**config.mk**
```make
export PLATFORM = sky130hd
export DESIGN_NAME = axis_global_param_commands
export DESIGN_NICKNAME = d
export VERILOG_FILES = /design/src/axis_global_param_commands.v /design/src/frame_rx.v
export VERILOG_INCLUDE_DIRS = /design/src /design/src/inc
export SDC_FILE = /design/constraint.sdc
export NUM_CORES = 2
export LEC_CHECK = 0
export BUFFER_PORTS_ARGS = -buffer_cell sky130_fd_sc_hd__buf_2
export CORE_MARGIN = 2
export CORE_UTILIZATION = 55
export DETAILED_ROUTE_END_ITERATION = 16
export GPL_TIMING_DRIVEN = 0
export PLACE_DENSITY = 0.78
export SYNTH_ARGS = -nofsm -noshare
export SYNTH_HDL_FRONTEND = slang
export SYNTH_SLANG_ARGS = --single-unit
```
**constraint.sdc**
```tcl
create_clock -name mclk -period 7.2 [get_ports mclk]
set_input_delay 0 -clock mclk [delete_from_list [all_inputs] [get_ports mclk]]
set_output_delay 0 -clock mclk [all_outputs]
set_load 0.02 [all_outputs]
```
**src/inc/param_cmd_map.vh**
```
`ifndef PARAM_CMD_MAP_VH
`define PARAM_CMD_MAP_VH

// Frame layout
`define FRAME_LEN 4'h9
`define FRAME_LAST 4'h8

// Instruction codes
`define INSTR_AXIS_READ 8'h06
`define INSTR_AXIS_STORE 8'h07
`define INSTR_AXIS_RESTORE 8'h08
`define INSTR_GLOBAL_WRITE 8'h09
`define INSTR_GLOBAL_READ 8'h0A

// Bank numbers
`define BANK_MODULE 8'h00
`define BANK_USER 8'h02
`define BANK_IRQ 8'h03
`define AXIS_BANK 8'h00

// Reply status codes
`define STATUS_OK 8'd100
`define STATUS_BAD_SUM 8'd1
`define STATUS_BAD_CMD 8'd2
`define STATUS_BAD_TYPE 8'd3
`define STATUS_BAD_VALUE 8'd4

// Parameter table geometry
`define PARAM_IDX_W 4
`define PARAM_DEPTH 16
`define PARAM_LAST 4'hF

// Address of the reply frame, arbitrary host address
`define REPLY_ADDR 8'h02

// Reset values
`define RST_WORD 32'h0000_0000
`define RST_BYTE 8'h00
`define RST_IDX 4'h0

`endif

```
**src/axis_global_param_commands.v**
```verilog
// Operation
// [RL1] Axis read (6) fetches parameter selected by type into accumulator.
// [RL2] Direct mode: axis read replies status 100 with parameter value.
// [RL3] Direct mode leaves accumulator alone; standalone mode loads it.
// [RL4] Axis store (7) copies current parameter into EEPROM; value ignored.
// [RL5] Store and restore select parameter by type, axis by bank field, 0.
// [RL6] Axis restore (8) reloads selected parameter from EEPROM.
// [RL7] After power up all axis parameters restore from EEPROM automatically.
// [RL8] Global write (9) copies 32-bit value into type/bank 0, 2 or 3.
// [RL9] Bank 0 module settings, bank 2 user variables, bank 3 interrupt setup.
// [RL10] Bank 0 writes also save the setting into EEPROM automatically.
// [RL11] Global read (10) copies selected global into accumulator; value ignored.
// [RL12] Every global in every defined bank can be read back.
// [RL13] Frame: address, instruction, type, bank, value MSB first, checksum.
// [RL14] Checksum is modulo-256 sum of eight preceding bytes, checked here.
`timescale 1ns/1ns
`default_nettype none
`include "param_cmd_map.vh"

module axis_global_param_commands (
  input wire mclk,
  input wire rst_n,
  input wire rx_valid,
  input wire [7:0] rx_byte,
  input wire [7:0] module_addr,
  input wire standalone,
  input wire axis_wr_en,
  input wire [3:0] axis_wr_idx,
  input wire [31:0] axis_wr_data,
  output reg tx_valid_q,
  output reg [7:0] tx_addr_q,
  output reg [7:0] tx_status_q,
  output reg [7:0] tx_instr_q,
  output reg [31:0] tx_value_q,
  output reg [31:0] accu_q,
  output reg busy_q
);

  localparam ST_RESTORE = 2'b01;
  localparam ST_IDLE = 2'b10;

  wire fr_valid;
  wire fr_sum_ok;
  wire [7:0] fr_addr;
  wire [7:0] fr_instr;
  wire [7:0] fr_type;
  wire [7:0] fr_bank;
  wire [31:0] fr_value;

  reg [1:0] state_q;
  reg [3:0] rst_idx_q;

  // Working copies; only the axis and module tables have nonvolatile images
  reg [31:0] axis_ram [0:`PARAM_DEPTH-1];
  reg [31:0] axis_ee [0:`PARAM_DEPTH-1];
  reg [31:0] glob_mod [0:`PARAM_DEPTH-1];
  reg [31:0] glob_mod_ee [0:`PARAM_DEPTH-1];
  reg [31:0] glob_user [0:`PARAM_DEPTH-1];
  reg [31:0] glob_irq [0:`PARAM_DEPTH-1];

  reg [7:0] rep_status;
  reg [31:0] rep_value;
  reg acc_load;
  reg ax_store;
  reg ax_restore;
  reg gp_write;

  wire [3:0] idx;
  wire type_ok;
  wire fr_hit;

  frame_rx u_frame (
    .mclk(mclk),
    .rst_n(rst_n),
    .rx_valid(rx_valid),
    .rx_byte(rx_byte),
    .frame_valid_q(fr_valid),
    .sum_ok_q(fr_sum_ok),
    .addr_q(fr_addr),
    .instr_q(fr_instr),
    .type_q(fr_type),
    .bank_q(fr_bank),
    .value_q(fr_value)
  );

  // Table is 16 deep, so only low type bits index it
  assign idx = fr_type[3:0];
  assign type_ok = (fr_type[7:4] == 4'h0);
  // Frames are dropped during restore; no buffer for them
  assign fr_hit = fr_valid && (fr_addr == module_addr) && (state_q == ST_IDLE);

  // Command decode, one frame per cycle
  always @* begin
    rep_status = `STATUS_OK;
    rep_value = `RST_WORD;
    acc_load = 1'b0;
    ax_store = 1'b0;
    ax_restore = 1'b0;
    gp_write = 1'b0;
    if (!fr_sum_ok) begin
      rep_status = `STATUS_BAD_SUM; // [RL14]
    end else begin
      case (fr_instr)
        `INSTR_AXIS_READ: begin
          if (!type_ok) begin
            rep_status = `STATUS_BAD_TYPE;
          end else if (fr_bank != `AXIS_BANK) begin
            rep_status = `STATUS_BAD_VALUE;
          end else begin
            rep_value = axis_ram[idx]; // [RL1] [RL2]
            acc_load = standalone; // [RL3]
          end
        end
        `INSTR_AXIS_STORE, `INSTR_AXIS_RESTORE: begin
          if (!type_ok) begin
            rep_status = `STATUS_BAD_TYPE; // [RL5]
          end else if (fr_bank != `AXIS_BANK) begin
            rep_status = `STATUS_BAD_VALUE; // [RL5]
          end else begin
            ax_store = (fr_instr == `INSTR_AXIS_STORE); // [RL4]
            ax_restore = (fr_instr == `INSTR_AXIS_RESTORE); // [RL6]
          end
        end
        `INSTR_GLOBAL_WRITE, `INSTR_GLOBAL_READ: begin
          if (!type_ok) begin
            rep_status = `STATUS_BAD_TYPE;
          end else begin
            case (fr_bank)
              `BANK_MODULE: rep_value = glob_mod[idx]; // [RL9] [RL12]
              `BANK_USER: rep_value = glob_user[idx]; // [RL9] [RL12]
              `BANK_IRQ: rep_value = glob_irq[idx]; // [RL9] [RL12]
              default: rep_status = `STATUS_BAD_VALUE;
            endcase
            if (rep_status == `STATUS_OK) begin
              gp_write = (fr_instr == `INSTR_GLOBAL_WRITE); // [RL8]
              acc_load = (fr_instr == `INSTR_GLOBAL_READ); // [RL11]
            end
            if (fr_instr == `INSTR_GLOBAL_WRITE) begin
              rep_value = `RST_WORD;
            end
          end
        end
        default: rep_status = `STATUS_BAD_CMD;
      endcase
    end
  end

  // Sequencer: power-up restore sweep, then command service
  always @(posedge mclk or negedge rst_n) begin
    if (!rst_n) begin
      state_q <= ST_RESTORE;
      rst_idx_q <= `RST_IDX;
      busy_q <= 1'b1;
    end else begin
      case (state_q)
        ST_RESTORE: begin
          rst_idx_q <= rst_idx_q + 4'h1; // [RL7]
          if (rst_idx_q == `PARAM_LAST) begin
            state_q <= ST_IDLE;
            busy_q <= 1'b0;
          end
        end
        ST_IDLE: begin
          state_q <= ST_IDLE;
        end
        default: begin
          state_q <= ST_RESTORE;
          rst_idx_q <= `RST_IDX;
          busy_q <= 1'b1;
        end
      endcase
    end
  end

  // Tables carry no reset; the nonvolatile images must survive rst_n
  always @(posedge mclk) begin
    if (state_q == ST_RESTORE) begin
      axis_ram[rst_idx_q] <= axis_ee[rst_idx_q]; // [RL7]
      glob_mod[rst_idx_q] <= glob_mod_ee[rst_idx_q];
      glob_user[rst_idx_q] <= `RST_WORD;
      glob_irq[rst_idx_q] <= `RST_WORD;
    end else begin
      // Motion core writes lose to a restore frame of any entry
      if (fr_hit && ax_restore) begin
        axis_ram[idx] <= axis_ee[idx]; // [RL6]
      end else if (axis_wr_en) begin
        axis_ram[axis_wr_idx] <= axis_wr_data;
      end
      if (fr_hit && ax_store) begin
        axis_ee[idx] <= axis_ram[idx]; // [RL4]
      end
      if (fr_hit && gp_write) begin
        case (fr_bank)
          `BANK_MODULE: begin
            glob_mod[idx] <= fr_value; // [RL8]
            glob_mod_ee[idx] <= fr_value; // [RL10]
          end
          `BANK_USER: glob_user[idx] <= fr_value; // [RL8]
          `BANK_IRQ: glob_irq[idx] <= fr_value; // [RL8]
          default: begin
          end
        endcase
      end
    end
  end

  // Reply and accumulator; standalone programs get no reply frame
  always @(posedge mclk or negedge rst_n) begin
    if (!rst_n) begin
      tx_valid_q <= 1'b0;
      tx_addr_q <= `RST_BYTE;
      tx_status_q <= `RST_BYTE;
      tx_instr_q <= `RST_BYTE;
      tx_value_q <= `RST_WORD;
      accu_q <= `RST_WORD;
    end else begin
      tx_valid_q <= fr_hit && !standalone; // [RL2]
      if (fr_hit && !standalone) begin
        tx_addr_q <= `REPLY_ADDR;
        tx_status_q <= rep_status; // [RL2]
        tx_instr_q <= fr_instr;
        tx_value_q <= rep_value; // [RL2]
      end
      if (fr_hit && acc_load) begin
        accu_q <= rep_value; // [RL1] [RL11]
      end
    end
  end

endmodule // axis_global_param_commands
`default_nettype wire

```
**src/frame_rx.v**
```verilog
`timescale 1ns/1ns
`default_nettype none
`include "param_cmd_map.vh"

module frame_rx (
  input wire mclk,
  input wire rst_n,
  input wire rx_valid,
  input wire [7:0] rx_byte,
  output reg frame_valid_q,
  output reg sum_ok_q,
  output reg [7:0] addr_q,
  output reg [7:0] instr_q,
  output reg [7:0] type_q,
  output reg [7:0] bank_q,
  output reg [31:0] value_q
);

  reg [3:0] cnt_q;
  reg [7:0] sum_q;

  // Byte collector; fields in fixed order, value MSB first
  always @(posedge mclk or negedge rst_n) begin
    if (!rst_n) begin
      cnt_q <= `RST_IDX;
      sum_q <= `RST_BYTE;
      frame_valid_q <= 1'b0;
      sum_ok_q <= 1'b0;
      addr_q <= `RST_BYTE;
      instr_q <= `RST_BYTE;
      type_q <= `RST_BYTE;
      bank_q <= `RST_BYTE;
      value_q <= `RST_WORD;
    end else begin
      frame_valid_q <= 1'b0;
      if (rx_valid) begin
        case (cnt_q)
          4'h0: addr_q <= rx_byte; // [RL13]
          4'h1: instr_q <= rx_byte;
          4'h2: type_q <= rx_byte;
          4'h3: bank_q <= rx_byte;
          4'h4, 4'h5, 4'h6, 4'h7: value_q <= {value_q[23:0], rx_byte}; // [RL13]
          default: begin
          end
        endcase
        if (cnt_q == `FRAME_LAST) begin
          // Modulo-256 sum of the eight bytes before it
          sum_ok_q <= (sum_q == rx_byte); // [RL14]
          frame_valid_q <= 1'b1;
          cnt_q <= `RST_IDX;
          sum_q <= `RST_BYTE;
        end else begin
          sum_q <= sum_q + rx_byte; // [RL14]
          cnt_q <= cnt_q + 4'h1;
        end
      end
    end
  end

endmodule // frame_rx
`default_nettype wire

```
; ---- After elaboration in Yosys (flattened, before gate mapping)
; Memories as Yosys holds them, arrays and structs flattened.
; Index checks and enable logic that the tools add are counted.
[op_classes]
addsub = 3
n_eq_ne = 22
muxes = 82
bitwise_logic = 1
n_reduce_logical = 29
[op_table]
columns = op, n
row1 = 32-bit two-way mux, 10
row2 = 32-bit OR reduction, 5
row3 = 32-bit one-hot mux with 3 select lines, 1
row4 = 32-bit one-hot mux with 2 select lines, 1
row5 = 8-bit two-way mux, 7
row6 = 1-bit two-way mux, 49
row7 = 8-bit by 4-bit equality test with 1-bit output (second input constant), 3
row8 = 4-bit two-way mux, 6
row9 = 4-bit by 3-bit equality test with 1-bit output (second input constant), 4
row10 = 8-bit by 2-bit equality test with 1-bit output (second input constant), 2
row11 = 8-bit by 3-bit equality test with 1-bit output (second input constant), 2
row12 = 8-bit equality test, 2
row13 = 8-bit one-hot mux with 2 select lines, 1
row14 = 7-bit two-way mux, 2
row15 = 2-bit AND reduction, 7
row16 = 4-bit by 1-bit adder with 4-bit output (second input constant), 2
row17 = 8-bit adder, 1
row18 = 4-bit by 2-bit equality test with 1-bit output (second input constant), 2
row19 = 4-bit equality test (second input constant), 2
row20 = 8-bit by 7-bit equality test with 1-bit output (second input constant), 1
row21 = 4-bit logical NOT, 2
row22 = 8-bit logical NOT, 1
row23 = 4-bit one-hot mux with 2 select lines, 1
row24 = 8-bit nonzero test, 1
row25 = other kinds (13), 22
[word_totals]
regBits = 167
ram_bits = 3072
in_bits = 57
output_inout_bits = 90
word_cells = 161
n_memories = 6
[mem_list]
columns = memory, depth, word_bits, rd, rd_clocked_by_memory_dff, write_ports, line_no
row1 = axis_ee, 16, 32, 2, 0, 1, axis_global_param_commands.v:55  ; reg [31:0] axis_ee [0:`PARAM_DEPTH-1];
row2 = axis_ram, 16, 32, 1, 0, 1, axis_global_param_commands.v:54  ; reg [31:0] axis_ram [0:`PARAM_DEPTH-1];
row3 = glob_irq, 16, 32, 1, 0, 1, axis_global_param_commands.v:59  ; reg [31:0] glob_irq [0:`PARAM_DEPTH-1];
row4 = glob_mod, 16, 32, 1, 0, 1, axis_global_param_commands.v:56  ; reg [31:0] glob_mod [0:`PARAM_DEPTH-1];
row5 = glob_mod_ee, 16, 32, 1, 0, 1, axis_global_param_commands.v:57  ; reg [31:0] glob_mod_ee [0:`PARAM_DEPTH-1];
row6 = glob_user, 16, 32, 1, 0, 1, axis_global_param_commands.v:58  ; reg [31:0] glob_user [0:`PARAM_DEPTH-1];

; ---- Logic depth before layout (Yosys ltp)
[depth]
word_depth = 17
mapped_depth = 11
depth_no_buf = 8

; ---- By module
; Synthesis repeated with hierarchy kept, for this count alone.
[unflattened]
cells_unflattened = 6112
area_unflattened_um2 = 130010.9
[by_module_without_submodules]
columns = module, instances, cells_per_inst, area_per_inst_um2, seq_area_each_um2
row1 = axis_global_param_commands, 1, 5872, 126641.5, 94378.0
row2 = frame_rx, 1, 240, 3369.5, 1951.9

; ---- Least setup slack after synthesis
; No wires, ideal clock.
[synth_path]
path_type = reg-to-reg
from = reg u_frame.instr_q[5]
to = mem axis_ram[0][0] (enable)
setup_ns = 0.502
t_arrival_ns = 5.064
t_required_ns = 6.698
setup_slack_ns = 1.635
path_stages_with_launch = 7
n_path_buf = 0
period_less_slack_ns = 5.565
path_cell_list = dfrtp_1 -> or4_4 -> nor2_8 -> nand4b_2 -> or2_1 -> o311a_1 -> nor4_1
[synth_via]
elab_chain_len = 12
word_cells_on_any_way = 20
classes_between = eq/ne (2) / mux (14) / reduce/logical (4)
[synth_rtl]
columns = element, line_no
row1 = start: declaration, frame_rx.v:13  ; output reg [7:0] instr_q,
row2 = start signal: assignment, frame_rx.v:30  ; instr_q <= `RST_BYTE;
row3 = start signal: assignment, frame_rx.v:39  ; 4'h1: instr_q <= rx_byte;
row4 = 8-bit by 4-bit equality test with 1-bit output, axis_global_param_commands.v:103  ; case (fr_instr)
row5 = 1-bit two-way mux, axis_global_param_commands.v:117  ; end else if (fr_bank != `AXIS_BANK) begin
row6 = 1-bit two-way mux, axis_global_param_commands.v:115  ; if (!type_ok) begin
row7 = 1-bit two-way mux *, axis_global_param_commands.v:103
row8 = 1-bit two-way mux *, axis_global_param_commands.v:100  ; if (!fr_sum_ok) begin
row9 = 1-bit logical AND *, axis_global_param_commands.v:184  ; if (fr_hit && ax_restore) begin
row10 = 1-bit two-way mux, axis_global_param_commands.v:184
row11 = 1-bit two-way mux, axis_global_param_commands.v:177  ; if (state_q == ST_RESTORE) begin
row12 = 1-bit two-way mux (implied by the code), axis_global_param_commands.v:185  ; axis_ram[idx] <= axis_ee[idx];
row13 = 32-bit OR reduction (no source line), n/a
row14 = 4-bit two-way mux (no source line) / 1-bit two-way mux (equally long branches) (2 in series), n/a
row15 = end: declaration, axis_global_param_commands.v:54
; Every way passes the cells marked *; elsewhere a longest branch is shown, timed or not.

; ---- Final worst setup path
[layout_path]
from = reg u_frame.addr_q[0]
to = mem glob_irq[6][22] (enable)
[layout_via]
elab_chain_len = 9
word_cells_on_any_way = 10
classes_between = eq/ne (1) / mux (5) / reduce/logical (4)
[layout_rtl]
columns = element, line_no
row1 = start: declaration, frame_rx.v:12  ; output reg [7:0] addr_q,
row2 = start signal: assignment, frame_rx.v:29  ; addr_q <= `RST_BYTE;
row3 = start signal: assignment, frame_rx.v:38  ; 4'h0: addr_q <= rx_byte;
row4 = 8-bit equality test *, axis_global_param_commands.v:90  ; assign fr_hit = fr_valid && (fr_addr == module_addr) && (state_q == ST_IDLE);
row5 = 1-bit logical AND * (2 in series), axis_global_param_commands.v:90
row6 = 1-bit logical AND *, axis_global_param_commands.v:192  ; if (fr_hit && gp_write) begin
row7 = 1-bit two-way mux *, axis_global_param_commands.v:192
row8 = 1-bit two-way mux *, axis_global_param_commands.v:177
row9 = 1-bit two-way mux (implied by the code) *, axis_global_param_commands.v:199  ; `BANK_IRQ: glob_irq[idx] <= fr_value;
row10 = 32-bit OR reduction (no source line), n/a
row11 = 4-bit two-way mux (no source line) / 1-bit two-way mux (equally long branches), n/a
row12 = end: declaration, axis_global_param_commands.v:59
; Marked as above.

==> summary.txt <==
Worst setup path
  – FF-to-FF End: glob_irq[6][22]
  – Crit-path leading delay family: simple AND/OR/NAND/NOR gates
  – Crit. End Element: flop
  – Crit start category: flop
  – Worst path slowest cell: nor4_2
  – Critical path endpoint: glob_irq[6][22]
  – CP Cell Sequence: xor2_1 > nor3_1 > dlygate4sd3_1 > nand4_1 > nor4_2 > nand4_1 > clkbuf_1 > o21ai_4 > buf_12
  – R2R Setup Slk: 0.69 ns
  – Critical Path AT: 7.15 ns
  – Worst Path Required: 7.84 ns
  – Worst path depth: 9
  – CP Max Fanout: 17
  – Crit-path max cell delay: 1.18 ns
  – Buf/Inv on CP: 3
  – Setup Crit Path Kind: reg -> reg
  – CP most frequent cell: nand4_1
  – Setup crit start: u_frame.addr_q[0]
  – Worst R2R Start: u_frame.addr_q[0]
  – Reg2Reg Depth: 9

CTS
  – Clock root cell: clkbuf_16
  – Max clock buf depth: 4
  – Clock slew at reported path FFs: 0.07 ns
  – TritonCTS Sinks: 3235
  – # resized after CTS: 0
  – Worst-skew pair later-pin latency: 0.98 ns
  – CTS H-Tree Depth: 5
  – CTS tree: yes
  – CTS buffer count: 320

STA
  – Worst relative slew slack: -15.17%
  – Slew @ Worst Pin: 1.728 ns
  – Min Clock Period, post-route: 6.511 ns
  – Final Max Slew Viols: 98
  – Final setup viols: 0
  – RSZ-0062 raised after global routing: no
  – Fmax: 153.6 MHz
  – Post-Route Skew: 0.06760 ns
  – Hold WS: 0.08474 ns
  – Hold Vio Cnt, Final: 0
  – Final Cycle Share: 90.43%

Synthesis
  – Syn Area/Cell: 22.31 sq um
  – Warnings, synthesis: 0
  – Post-synth EDFFs: 3072
  – #FFs+latches synth: 3235
  – Cells after Synth: 5826
  – Synth unique cells: 78
  – Seq/Total Area, Yosys: 74.10%
  – Fraction of registers with async set/reset: 5.039%
  – Post-synth top flop: edfxtp_1
  – Mapped Area: 0.1300 sq mm

Cells and area
  – Layout area overhead: 14.61%
  – Final Instance Area: 0.1490 sq mm
  – Non-Filler Instances: 9955
  – Share of layout cells above drive strength 1: 32.68%
  – Fill cell total of the finished layout: 14690
  – Multi-input logic area: 0.03296 sq mm
  – Final core utilization: 63.35%
  – Fin nets: 6602
  – Seq. cell area: 0.09633 sq mm

Detailed routing
  – Via Count: 72280
  – WL/cell: 40.81 microns
  – Post-route ant nets: 0
  – 1st-iter DRT viols: 12410
  – First-pass DRT Iterations: 8
  – DR vias/cell: 7.261
  – # DRC: 0
  – Routed WL: 406300 microns

Outcome
  – Failing checks: capacitance limit, slew limit
  – Outcome: finished with violations

Global routing
  – GRT overflow: 0
  – Vias in the first global route: 72010
  – First-pass GRT wire length: 559700 microns
  – Global Route Usage Sum: 33.65%
  – Antenna violations before repair: 40
  – Pin count of the biggest net entering global routing: 101

Placed design
  – PortBufs: 134
  – Placed cells: 9306
  – Routability cong.: 0.9657
  – Post-DP Area: 0.1385 sq mm
  – Detailed placement HPWL: 260100 microns

Pwr
  – Pint: 35.35 mW
  – Clock share of power: 32.1%
  – P_sw: 15.21 mW
  – VDD IR max: 0.3058 mV
  – Sw Ratio: 30.08%
  – Sequential share of power: 45.7%
  – Power per cell area: 339.3 mW/mm^2
  – Lkg Pwr: 46.94 nW
  – Combinational share of power: 22.2%

Run
  – Max Cap Viol: 7

Die
  – FP Rows: 178
  – Die span in x: 490.2 microns
  – Initial Util: 55.27%
  – Top Ports: 147
  – CORE AREA: 0.2352 sq mm
  – Die height: 490.2 microns
  – Die footprint: 0.2403 sq mm

Worst hold path
  – Worst Hold Class: in -> reg
power groups by stage:
stage               logic [mW]  registers [mW]  clock network, mW
global placement          10.4            23.3                  0
floorplan                 6.71            22.8                  0
global route              11.4            23.1               16.9
detailed placement        10.7            23.4                  0
CTS                       10.9            23.0               16.2
finish                    11.2            23.1               16.3
layout by cell type (no fill, tap or decap), types with 19 or more instances in the layout:
cell           instances
o21ai_1               54
clkbuf_16            326
nand2b_1              21
buf_16                38
o21ai_4               32
and2_1                70
nor2_4                34
inv_1                 19
mux2_2               169
and3_1                50
o21ai_0               74
nor2_1                27
dlygate4sd3_1         50
diode_2               40
buf_12                61
mux4_2              1042
a21oi_1               25
edfxtp_1            3072
buf_1                 47
clkbuf_1             272
o22ai_1               49
nand2_1               99
a21boi_0              34
clkinv_2              43
clkinv_1              60
buf_2                229
buf_4                104
nand3_1               24
nor2b_1               34
dfrtp_1              161
mux2i_1              138
bufinv_16             23
area by class of cell:
cell class | instances | area share (%)
Clock inverter | 139 | 0.8373
Sequential cell | 3235 | 64.65
Timing Repair Buffer | 373 | 2.782
Buffer | 363 | 1.080
Antenna cell | 40 | 0.06718
Tap cell | 3150 | 2.645
Clock buffer | 418 | 5.761
Multi-Input combinational cell | 2216 | 22.12
Inverter | 21 | 0.05291
synthesized netlist by cell type, types with 4 or more instances:
cell	instances	area share (%)
nand4b_1	5	0.034
nor2_1	60	0.17
clkbuf_1	194	0.56
ha_1	14	0.13
or2_2	4	0.019
buf_6	5	0.043
xor2_1	9	0.061
nand3_1	24	0.092
nor4_1	22	0.11
or3_1	6	0.029
a21boi_0	34	0.20
buf_1	48	0.14
a22oi_1	6	0.035
nor3_1	15	0.058
nand2_1	99	0.29
mux4_2	1042	18
and2_1	70	0.34
nor2b_1	34	0.16
inv_1	19	0.055
dfrtp_1	161	3.1
a21o_1	7	0.040
edfxtp_1	3072	71
buf_4	22	0.13
a21oi_1	41	0.16
o21ai_1	54	0.21
buf_2	94	0.36
nand2b_1	21	0.10
mux2i_1	138	1.1
or4_1	8	0.046
mux2_2	169	1.5
a211oi_1	16	0.092
nand4_1	11	0.053
nand3b_1	12	0.069
mux2_1	8	0.069
a221oi_1	16	0.11
and3_1	50	0.24
o21ai_0	106	0.41
o22ai_1	49	0.24
a221o_1	4	0.031
sequential cells by signal, indices dropped and copies added, names as in the netlist, 2 cells and up:
register / flops
tx_instr_q: 8
axis_ee: 512
accu_q: 32
rst_idx_q: 4
u_frame.cnt_q: 4
u_frame.sum_q: 8
u_frame.bank_q: 8
u_frame.addr_q: 8
tx_status_q: 4
glob_mod: 512
glob_irq: 512
u_frame.value_q: 32
glob_mod_ee: 512
tx_value_q: 32
state_q: 2
u_frame.instr_q: 8
glob_user: 512
u_frame.type_q: 8
axis_ram: 512
metrics by stage:
stage | TNS (ns) | power [mW] | setup slack (ns)
after global placement | -3537.12 | 33.70 | -3.339
after CTS | 0 | 50.10 | 0.9862
after global routing | 0 | 51.31 | 0.7695
after floorplan | 0 | 29.46 | 1.635
after detailed placement | 0 | 34.12 | 1.277
final | 0 | 50.56 | 0.6887
timing repair:
action                     CTS  global route
hold buffers                51             0
setup endpoints to repair    0             0
setup buffers                0             0
hold endpoints to repair   732             0
metal layers:
metal / global-route usage, % / part of all wire [%]
met1: 40.09 / 30
met2: 51.12 / 46
met3: 11.65 / 14
met4: 24.71 / 9.2
met5: 0.7341 / 0.11
tightest hold or removal path, cell delays in order:
cell	delay (ns)
dlygate4sd3_1	0.52
buf_2	0.30
mux2_2	0.21
worst min-delay path by stage:
stage / to / start / slack [ns] / cells after the start
CTS: u_frame.bank_q[2] / rx_byte[2] / 0.04 / 3
finish: u_frame.type_q[4] / rx_byte[4] / 0.08 / 3
detailed placement: u_frame.sum_q[0] / rst_n / 0.12 / 1
global placement: u_frame.type_q[3] / rx_byte[3] / 0.40 / 3
global route: u_frame.bank_q[2] / rx_byte[2] / 0.07 / 3
floorplan: accu_q[0] / rst_n / -0.30 / 0
cells by family (layout without fill, tap and decap cells):
| family | Yosys count | count (layout) | synth area share, % |
|---|---|---|---|
| flip-flops | 3235 | 3235 | 74.10 |
| other | 1 | 50 | 0.002885 |
| XOR/XNOR | 12 | 12 | 0.08086 |
| AO/OA/AOI/OAI | 356 | 356 | 1.687 |
| buffers and inverters | 384 | 1314 | 1.292 |
| multiplexers | 1357 | 1357 | 20.65 |
| adder cells (fa/ha/maj) | 15 | 15 | 0.1502 |
| AND/OR/NAND/NOR | 466 | 466 | 2.037 |
No activity file was read; power rests on OpenSTA's default activity.
